===== src/hdl/jtag_consts.vh =====
// Constants for the flash readback and boundary-scan test port.
// Assumes inclusion by bare name from the design files under hdl/.
`ifndef JTAG_CONSTS_VH
`define JTAG_CONSTS_VH

// ****************************************
// Instruction register
// ****************************************
`define IR_LEN 6
`define IR_CAPTURE 6'h01
`define IR_BYPASS 6'h3F
`define INSTR_FLASH_ACCESS 6'h01
`define INSTR_RX_READBACK 6'h03
`define INSTR_BUSY_QUERY 6'h04
`define INSTR_TEST_MODE 6'h20
`define INSTR_SAMPLE_PRELOAD 6'h3D
`define INSTR_EXTEST 6'h3E

// ****************************************
// Data register lengths minus one; BSR_LEN is the full chain length
// ****************************************
`define BSR_LEN 317
`define DRL_READBACK 9'h020
`define DRL_BUSY 9'h000
`define DRL_TEST_MODE 9'h001
`define DRL_BSR 9'h13C
`define DRL_BYPASS 9'h000

// ****************************************
// Test-mode register values
// ****************************************
`define TM_DISABLED 2'h0
`define TM_BOUNDARY 2'h3

// ****************************************
// Test access port state bit positions
// ****************************************
`define ST_RESET 0
`define ST_IDLE 1
`define ST_SEL_DR 2
`define ST_CAP_DR 3
`define ST_SH_DR 4
`define ST_EX1_DR 5
`define ST_PA_DR 6
`define ST_EX2_DR 7
`define ST_UPD_DR 8
`define ST_SEL_IR 9
`define ST_CAP_IR 10
`define ST_SH_IR 11
`define ST_EX1_IR 12
`define ST_PA_IR 13
`define ST_EX2_IR 14
`define ST_UPD_IR 15
`define ST_COUNT 16

`endif


===== src/hdl/tap_fsm.v =====
// Test access port state machine, stepped once per detected test clock rise.
// Assumes tck_rise and tms are already synchronised to clk.
`timescale 1ns/1ps
`default_nettype none
`include "jtag_consts.vh"

module tap_fsm (
    input wire clk,
    input wire reset,
    input wire tck_rise,
    input wire tms,
    output reg [`ST_COUNT-1:0] state_r
);

    // ****************************************
    // One-hot state codes
    // ****************************************
    localparam [`ST_COUNT-1:0] RST = 16'h0001;
    localparam [`ST_COUNT-1:0] IDL = 16'h0002;
    localparam [`ST_COUNT-1:0] SDR = 16'h0004;
    localparam [`ST_COUNT-1:0] CDR = 16'h0008;
    localparam [`ST_COUNT-1:0] HDR = 16'h0010;
    localparam [`ST_COUNT-1:0] E1D = 16'h0020;
    localparam [`ST_COUNT-1:0] PDR = 16'h0040;
    localparam [`ST_COUNT-1:0] E2D = 16'h0080;
    localparam [`ST_COUNT-1:0] UDR = 16'h0100;
    localparam [`ST_COUNT-1:0] SIR = 16'h0200;
    localparam [`ST_COUNT-1:0] CIR = 16'h0400;
    localparam [`ST_COUNT-1:0] HIR = 16'h0800;
    localparam [`ST_COUNT-1:0] E1I = 16'h1000;
    localparam [`ST_COUNT-1:0] PIR = 16'h2000;
    localparam [`ST_COUNT-1:0] E2I = 16'h4000;
    localparam [`ST_COUNT-1:0] UIR = 16'h8000;

    reg [`ST_COUNT-1:0] state_nxt;

    // Standard sixteen-state walk; an illegal code falls back to reset.
    always @* begin
        case (state_r)
            RST: state_nxt = tms ? RST : IDL;
            IDL: state_nxt = tms ? SDR : IDL;
            SDR: state_nxt = tms ? SIR : CDR;
            CDR: state_nxt = tms ? E1D : HDR;
            HDR: state_nxt = tms ? E1D : HDR;
            E1D: state_nxt = tms ? UDR : PDR;
            PDR: state_nxt = tms ? E2D : PDR;
            E2D: state_nxt = tms ? UDR : HDR;
            UDR: state_nxt = tms ? SDR : IDL;
            SIR: state_nxt = tms ? RST : CIR;
            CIR: state_nxt = tms ? E1I : HIR;
            HIR: state_nxt = tms ? E1I : HIR;
            E1I: state_nxt = tms ? UIR : PIR;
            PIR: state_nxt = tms ? E2I : PIR;
            E2I: state_nxt = tms ? UIR : HIR;
            UIR: state_nxt = tms ? SDR : IDL;
            default: state_nxt = RST;
        endcase
    end

    // The state only moves on a test clock rise.
    always @(posedge clk) begin
        if (reset) begin
            state_r <= RST;
        end else if (tck_rise) begin
            state_r <= state_nxt;
        end
    end

endmodule // tap_fsm

`default_nettype wire


===== src/hdl/jtag_flash_bscan.v =====
// Test port with flash readback, busy query, test-mode and boundary-scan instructions.
// Assumes the flash controller and core logic run on clk; test pins and pads are asynchronous.
// Operation
// - Instruction 0x03 reads back flash data over 33 bits; input bits ignored.
// - Readback bits 32..1 hold the flash word, bit 0 the valid flag.
// - Valid flag is set only when the previous command was flash access.
// - Instruction 0x04 shifts one bit: 0 idle, 1 busy; input ignored.
// - Sample captures pin states in capture-DR without disturbing the pins.
// - The captured snapshot shifts out on the test data output.
// - Preload shifts a host pattern into the cells without touching the core.
// - Sample and preload share code 0x3D over a 317-bit chain.
// - External test drives output pins from cells and captures input pins.
// - External test is code 0x3E, 317 bits; input bits ignored.
// - The boundary chain is one serial chain of exactly 317 cells.
// - Instruction 0x20 loads the two-bit test-mode: 00 off, 11 boundary test.
// - Boundary instructions act only while test-mode holds 11.
// - One flash access returns at most 32 bits, delivered by the readback.
`timescale 1ns/1ps
`default_nettype none
`include "jtag_consts.vh"

module jtag_flash_bscan #(
    parameter BSR_LEN = `BSR_LEN,
    parameter [`BSR_LEN-1:0] OUT_CELL_MASK = {`BSR_LEN{1'b0}}
) (
    input wire clk,
    input wire reset,
    input wire tck,
    input wire tms,
    input wire tdi,
    output reg tdo_r,
    output reg tdo_oe_n_r,
    input wire flash_busy,
    input wire [31:0] flash_rx_data,
    input wire [BSR_LEN-1:0] core_out,
    input wire [BSR_LEN-1:0] pad_in,
    output reg [BSR_LEN-1:0] pad_out_r,
    output wire [BSR_LEN-1:0] core_in,
    output wire [1:0] test_mode,
    output wire extest_active
);

    // ****************************************
    // Pin synchronisers
    // ****************************************
    reg [2:0] tp_meta_r;
    reg [2:0] tp_sync_r;
    reg tck_prev_r;
    reg [BSR_LEN-1:0] pad_meta_r;
    reg [BSR_LEN-1:0] pad_sync_r;
    wire tck_rise;
    wire tck_fall;

    // Two flops on every pin; edges are found only on the second stage.
    always @(posedge clk) begin
        if (reset) begin
            tp_meta_r <= 3'h0;
            tp_sync_r <= 3'h0;
            tck_prev_r <= 1'b0;
            pad_meta_r <= {BSR_LEN{1'b0}};
            pad_sync_r <= {BSR_LEN{1'b0}};
        end else begin
            tp_meta_r <= {tck, tms, tdi};
            tp_sync_r <= tp_meta_r;
            tck_prev_r <= tp_sync_r[2];
            pad_meta_r <= pad_in;
            pad_sync_r <= pad_meta_r;
        end
    end

    assign tck_rise = tp_sync_r[2] & ~tck_prev_r;
    assign tck_fall = ~tp_sync_r[2] & tck_prev_r;

    // ****************************************
    // State machine
    // ****************************************
    wire [`ST_COUNT-1:0] st;

    tap_fsm u_tap (
        .clk(clk),
        .reset(reset),
        .tck_rise(tck_rise),
        .tms(tp_sync_r[1]),
        .state_r(st)
    );

    // ****************************************
    // Instruction register and decode
    // ****************************************
    reg [`IR_LEN-1:0] ir_sr_r;
    reg [`IR_LEN-1:0] ir_r;
    reg prev_access_r;
    reg [1:0] tm_r;
    wire bs_ok;
    wire sel_readback;
    wire sel_busy;
    wire sel_tm;
    wire sel_sp;
    wire sel_ext;

    // Boundary instructions fall back to bypass unless test-mode is 11.
    assign bs_ok = (tm_r == `TM_BOUNDARY);
    assign sel_readback = (ir_r == `INSTR_RX_READBACK);
    assign sel_busy = (ir_r == `INSTR_BUSY_QUERY);
    assign sel_tm = (ir_r == `INSTR_TEST_MODE);
    assign sel_sp = (ir_r == `INSTR_SAMPLE_PRELOAD) & bs_ok;
    assign sel_ext = (ir_r == `INSTR_EXTEST) & bs_ok;
    assign test_mode = tm_r;
    assign extest_active = sel_ext;

    // The instruction takes effect at update-IR; the previous one is remembered for the valid flag.
    always @(posedge clk) begin
        if (reset) begin
            ir_sr_r <= `IR_CAPTURE;
            ir_r <= `IR_BYPASS;
            prev_access_r <= 1'b0;
        end else if (tck_rise) begin
            if (st[`ST_RESET]) begin
                ir_r <= `IR_BYPASS;
                prev_access_r <= 1'b0;
            end else if (st[`ST_CAP_IR]) begin
                ir_sr_r <= `IR_CAPTURE;
            end else if (st[`ST_SH_IR]) begin
                ir_sr_r <= {tp_sync_r[0], ir_sr_r[`IR_LEN-1:1]};
            end else if (st[`ST_UPD_IR]) begin
                ir_r <= ir_sr_r;
                prev_access_r <= (ir_r == `INSTR_FLASH_ACCESS);
            end
        end
    end

    // ****************************************
    // Data register shift path
    // ****************************************
    reg [BSR_LEN-1:0] dr_sr_r;
    reg [BSR_LEN-1:0] dr_nxt;
    reg [BSR_LEN-1:0] cap_vec;
    reg [8:0] dr_top;
    reg dr_in;
    wire [BSR_LEN-1:0] bs_cap;

    // Output cells see the core's value, input cells the pad level.
    genvar gi;
    generate
        for (gi = 0; gi < BSR_LEN; gi = gi + 1) begin : g_cell
            assign bs_cap[gi] = OUT_CELL_MASK[gi] ? core_out[gi] : pad_sync_r[gi];
        end
    endgenerate

    // Length and captured value follow the selected instruction.
    always @* begin
        cap_vec = {BSR_LEN{1'b0}};
        dr_in = 1'b0;
        if (sel_readback) begin
            dr_top = `DRL_READBACK;
            cap_vec[32:0] = {flash_rx_data, prev_access_r};
        end else if (sel_busy) begin
            dr_top = `DRL_BUSY;
            cap_vec[0] = flash_busy;
        end else if (sel_tm) begin
            dr_top = `DRL_TEST_MODE;
            dr_in = tp_sync_r[0];
        end else if (sel_sp | sel_ext) begin
            dr_top = `DRL_BSR;
            cap_vec = bs_cap;
            dr_in = sel_sp & tp_sync_r[0];
        end else begin
            dr_top = `DRL_BYPASS;
        end
        dr_nxt = {1'b0, dr_sr_r[BSR_LEN-1:1]};
        dr_nxt[dr_top] = dr_in;
    end

    // Capture at capture-DR, shift toward bit 0 in shift-DR.
    always @(posedge clk) begin
        if (reset) begin
            dr_sr_r <= {BSR_LEN{1'b0}};
        end else if (tck_rise) begin
            if (st[`ST_CAP_DR]) begin
                dr_sr_r <= cap_vec;
            end else if (st[`ST_SH_DR]) begin
                dr_sr_r <= dr_nxt;
            end
        end
    end

    // ****************************************
    // Update registers
    // ****************************************
    reg [BSR_LEN-1:0] bs_hold_r;

    // Only sample-preload loads the hold cells; external test ignores shifted-in data.
    always @(posedge clk) begin
        if (reset) begin
            tm_r <= `TM_DISABLED;
            bs_hold_r <= {BSR_LEN{1'b0}};
        end else if (tck_rise) begin
            if (st[`ST_RESET]) begin
                tm_r <= `TM_DISABLED;
            end else if (st[`ST_UPD_DR] & sel_tm) begin
                tm_r <= dr_sr_r[1:0];
            end else if (st[`ST_UPD_DR] & sel_sp) begin
                bs_hold_r <= dr_sr_r;
            end
        end
    end

    // Pads follow the core except under external test, when the hold cells drive every pad.
    always @(posedge clk) begin
        if (reset) begin
            pad_out_r <= {BSR_LEN{1'b0}};
        end else if (sel_ext) begin
            pad_out_r <= bs_hold_r;
        end else begin
            pad_out_r <= core_out;
        end
    end

    // The core always sees the pads; preload never disturbs it.
    assign core_in = pad_sync_r;

    // ****************************************
    // Test data output
    // ****************************************
    // Changes on the falling test clock so the host samples a settled bit on the rise.
    always @(posedge clk) begin
        if (reset) begin
            tdo_r <= 1'b0;
            tdo_oe_n_r <= 1'b1;
        end else if (tck_fall) begin
            if (st[`ST_SH_DR]) begin
                tdo_r <= dr_sr_r[0];
                tdo_oe_n_r <= 1'b0;
            end else if (st[`ST_SH_IR]) begin
                tdo_r <= ir_sr_r[0];
                tdo_oe_n_r <= 1'b0;
            end else begin
                tdo_r <= 1'b0;
                tdo_oe_n_r <= 1'b1;
            end
        end
    end

endmodule // jtag_flash_bscan

`default_nettype wire


===== config.mk =====
export PLATFORM = sky130hd
export DESIGN_NAME = jtag_flash_bscan
export DESIGN_NICKNAME = d
export VERILOG_FILES = /design/src/hdl/tap_fsm.v /design/src/hdl/jtag_flash_bscan.v
export VERILOG_INCLUDE_DIRS = /design/src /design/src/hdl
export SDC_FILE = /design/constraint.sdc
export NUM_CORES = 2
export LEC_CHECK = 0
export ABC_AREA = 1
export ABC_CLOCK_PERIOD_IN_PS = 1450
export CORE_AREA = 5 5 510 512
export CTS_CLUSTER_SIZE = 12
export DETAILED_ROUTE_END_ITERATION = 8
export DIE_AREA = 0 0 515 517
export DONT_BUFFER_PORTS = 1
export PLACE_DENSITY = 0.36
export SLEW_MARGIN = 20
export SYNTH_ARGS = -nofsm -noshare
export SYNTH_HDL_FRONTEND = slang
export SYNTH_SLANG_ARGS = --single-unit

===== constraint.sdc =====
create_clock -name clk -period 1.45 [get_ports clk]
set_clock_uncertainty 0.05 [all_clocks]
set_input_delay 0.29 -clock clk [delete_from_list [all_inputs] [get_ports clk]]
set_output_delay 0.29 -clock clk [all_outputs]
set_load 0.01 [all_outputs]

==> tab_implementation.tex <==
\begin{tabular}{lr}
\hline
Metric & Value \\
\hline
\multicolumn{2}{l}{\textbf{Outcome}} \\
Result of the run & finished with violations \\
Failing checks & negative setup slack \\
\multicolumn{2}{l}{\textbf{Timing}} \\
Setup-failing EPs final & 1758 \\
Number of max-slew violations in the final report & 0 \\
Setup\_tns & -584920 ps \\
Final hold violations & 0 \\
RSZ-0062 raised after global routing & true \\
Worst relative slew slack & 0.409 \\
Period minus WS final & 2140 ps \\
Final clock period utilization by the worst path & 1.47 \\
Final worst-path setup slack & -688 ps \\
Achievable clock frequency & between 0.4 and 0.5 GHz \\
Final hold slack & 49.5 ps \\
Worst Tran Pin Value & $\sim$900 ps \\
\multicolumn{2}{l}{\textbf{Pwr}} \\
Portion of total power attributed to sequential cells & 0.459 \\
Worst-case vdd ir drop & 1.16 mV \\
Share of power burned in the clock network & 0.478 \\
Comb power frac & 0.063 \\
Net load switching power & roughly 25000 uW \\
Pwr Density & 1160 mW/mm2 \\
Static leakage power & 0.0370 uW \\
Internal power & a little under 80000 uW \\
Switching share of total power & 0.243 \\
Total power consumption of the routed design & 104000 uW \\
\multicolumn{2}{l}{\textbf{Critical path}} \\
Critical-path top delay cell & sky130\_fd\_sc\_hd\_\_dfxtp\_2 \\
Worst setup SP type & flop \\
CP Data Required Time & between 2000 and 2500 ps \\
Endpoint class of the critical path & flop \\
Critical-path maximum fanout & 8 \\
Top delay family on crit path & buffers and inverters \\
Worst Path Buf+Inv & 8 \\
Longest individual stage delay on the worst path & about 330 ps \\
Critical-path cell list & nand2\_2 > nor2\_4 > nand2\_4 > inv\_16 > buf\_4 > buf\_6 > buf\_12 > buf\_16 > buf\_16 > buf\_12 > clkbuf\_16 > o21ai\_1 > a21oi\_1 \\
Type of the setup path with the least slack & flop to flop \\
Arrival @ worst endpoint & 2820 ps \\
\multicolumn{2}{l}{\textbf{Floorplanning}} \\
Area of the die & 0.266 mm2 \\
Die boundary height & $\sim$520 um \\
Area of the core region & approximately 0.26 mm2 \\
I/O pin count & 1311 \\
DIE WIDTH & 515 um \\
Starting Density & 0.215 \\
Number of rows created at floorplan & about 190 \\
\multicolumn{2}{l}{\textbf{Global route}} \\
Overall overflow remaining after global route & 0 \\
Pin count of the biggest net entering global routing & 589 \\
Number of antenna violations at the first check in global routing & 71 \\
Combined global-route utilization of all metal layers & 0.188 \\
Via count of the first global-routing pass & about 51000 \\
First-pass GRT wire length & 368000 um \\
\multicolumn{2}{l}{\textbf{Clock network}} \\
Root Buffer Master & sky130\_fd\_sc\_hd\_\_clkbuf\_16 \\
Clock latency at the later pin of the worst-skew pair & 870 ps \\
Max H-tree Level & 4 \\
CTS tree & yes \\
Num CTS Buffers & 186 \\
Worst-path clk slew & 60 ps \\
Maximum root-to-sink buffer count & 3 \\
Clock sinks & 1625 \\
\multicolumn{2}{l}{\textbf{Yosys}} \\
Leading cell types by count after synthesis & 1625 x sky130\_fd\_sc\_hd\_\_dfxtp\_1, 1257 x sky130\_fd\_sc\_hd\_\_a21oi\_1, 997 x sky130\_fd\_sc\_hd\_\_inv\_1 \\
Total number of yosys warnings & 0 \\
Seq/Total Area, Yosys & 0.592 \\
Number of storage elements in the synthesis netlist & 1625 \\
Top area cells in the synthesized netlist & sky130\_fd\_sc\_hd\_\_dfxtp\_1 59\%, sky130\_fd\_sc\_hd\_\_a21oi\_1 11\%, sky130\_fd\_sc\_hd\_\_o21ai\_0 9.0\% \\
Yosys top cell by area & sky130\_fd\_sc\_hd\_\_dfxtp\_1 \\
Synthesized area & 0.0549 mm2 \\
Synthesized netlist cell count & 6583 \\
Library cells used by synthesis & 29 \\
Net count of the mapped netlist & 7255 \\
Top-count cell post-synth & sky130\_fd\_sc\_hd\_\_dfxtp\_1 \\
Post-synth EDFFs & 0 \\
Top flip-flop cell by instance count after synthesis & sky130\_fd\_sc\_hd\_\_dfxtp\_1 \\
Share of the synthesized area in the top cell type & 0.592 \\
Post-synthesis async set-or-reset flop share & 0 \\
Mean post-synth cell area & 8.34 um2 \\
\multicolumn{2}{l}{\textbf{Placement}} \\
Worst setup timing slack at the placement stage & -766 ps \\
Weighted congestion reported at the end of routability-driven placement & between 0.8 and 0.9 \\
Count of input and output buffers & 0 \\
Detailed placement HPWL & approximately 190000 um \\
Cell area reported after detailed placement & 0.0611 mm2 \\
\multicolumn{2}{l}{\textbf{Detailed routing}} \\
Vias/cell & 4.36 \\
Final routed DRC violation total & 0 \\
Antenna-violating nets left & 0 \\
Final wirelength & roughly 270000 um \\
Count of TritonRoute iterations in the first routing pass & 6 \\
Overall via count from detail\_route & 52309 \\
Drt first-iter violations & 3320 \\
Average routed wire per standard cell & 22.7 um \\
\multicolumn{2}{l}{\textbf{Flow run}} \\
Max-capacitance violation count & 0 \\
\multicolumn{2}{l}{\textbf{Finish}} \\
Layout Cell Area excl Fill & between 0.08 and 0.09 mm2 \\
Layout-stage area growth over the synthesis result & 62.5\% \\
Net count of the finished layout & 9075 \\
Layout cell share with drive strength beyond 1 & 0.157 \\
\multicolumn{2}{l}{\textbf{Worst hold path}} \\
Hold Path Class & input port to flop \\
\hline
\end{tabular}
[flip-flops by register name, indices dropped and copies added, names as in the netlist]
register / flops
pad_out_r: 317
tdo_oe_n_r: 1
bs_hold_r: 317
dr_sr_r: 317
u_tap.state_r: 16
ir_r: 6
tp_sync_r: 3
tdo_r: 1
core_in: 317
tp_meta_r: 3
prev_access_r: 1
pad_meta_r: 317
test_mode: 2
tck_prev_r: 1
ir_sr_r: 6
[layer usage]
layer  vias to the layer above  global-route usage  wire length (um)
met5                         -                   0               115
met4                        18              0.0639              9490
met3                       442              0.0582             20200
met2                      1742               0.302            124000
met1                     25077               0.240            118000
li1                      25030                   -                 -
[stage by stage]
step                std cells  utilization
CTS                     11835        0.337
detailed placement       9880        0.239
global placement         9880        0.239
global route            11971        0.349
floorplan                6583            -
finish                  11985        0.350
[repair_timing]
item                                    CTS  global route
setup endpoints to repair              1619          1799
endpoints found under the hold margin  1018            29
gates resized for setup                 484           443
setup buffers                            67            56
pin swaps                                24            50
hold buffers                           1510             4
gates cloned                             45            49
[layout make-up]
class / count / area, um2
Antenna cell: 48 / 120
Sequential cell: 1625 / 32600
Timing Repair Buffer: 2133 / 23600
Fill cell: 26096 / 166000
Clock buffer: 267 / 5370
Inverter: 1002 / 3800
Tap cell: 3384 / 4230
Clock inverter: 71 / 1070
Multi-Input combinational cell: 3455 / 18500
[cells by family (layout without fill, tap and decap cells)]
family / count (synthesis) / count (layout) / share of synthesized area
compound gates: 2259 / 2259 / 0.207
simple gates: 1196 / 1196 / 0.0907
flops: 1625 / 1625 / 0.592
other cells: 0 / 48 / 0
buf+inv: 1503 / 3473 / 0.110
[path summary, 6_finish.rpt]
check | from | to | slack (ps) | cells after the start
max reg2reg | ir_r[2] | pad_out_r[139] | -690 | 13
min | reset | core_in[2] | 50 | 2
min reg2reg | pad_meta_r[147] | core_in[147] | 370 | 2
max | ir_r[2] | pad_out_r[139] | -690 | 13
[power groups by stage]
stage / Clock [uW] / Combinational [uW] / Sequential, uW
after global placement: 0 / 2650 / 48600
after detailed placement: 0 / 2680 / 48500
after global routing: 52700 / 7160 / 47600
after floorplan: 0 / 1730 / 47700
after CTS: 50900 / 6100 / 47500
final: 49400 / 6560 / 47500
[cell usage in the layout, fill, tap and decap left out, types with 27 or more instances in the layout]
cell type	n
sky130_fd_sc_hd__dfxtp_1	1609
sky130_fd_sc_hd__dlygate4sd3_1	1509
sky130_fd_sc_hd__a21oi_1	1103
sky130_fd_sc_hd__inv_1	993
sky130_fd_sc_hd__o21ai_0	708
sky130_fd_sc_hd__nor2_1	677
sky130_fd_sc_hd__buf_4	331
sky130_fd_sc_hd__nand3_1	318
sky130_fd_sc_hd__clkbuf_16	228
sky130_fd_sc_hd__o21ai_2	147
sky130_fd_sc_hd__nand2_1	140
sky130_fd_sc_hd__a21oi_2	139
sky130_fd_sc_hd__buf_12	99
sky130_fd_sc_hd__o21ai_1	81
sky130_fd_sc_hd__buf_16	65
sky130_fd_sc_hd__o21ai_4	52
sky130_fd_sc_hd__buf_6	52
sky130_fd_sc_hd__diode_2	48
sky130_fd_sc_hd__clkbuf_8	41
sky130_fd_sc_hd__clkbuf_1	40
sky130_fd_sc_hd__clkinv_2	33
sky130_fd_sc_hd__buf_8	27
Power figures use the tool's default switching activity.
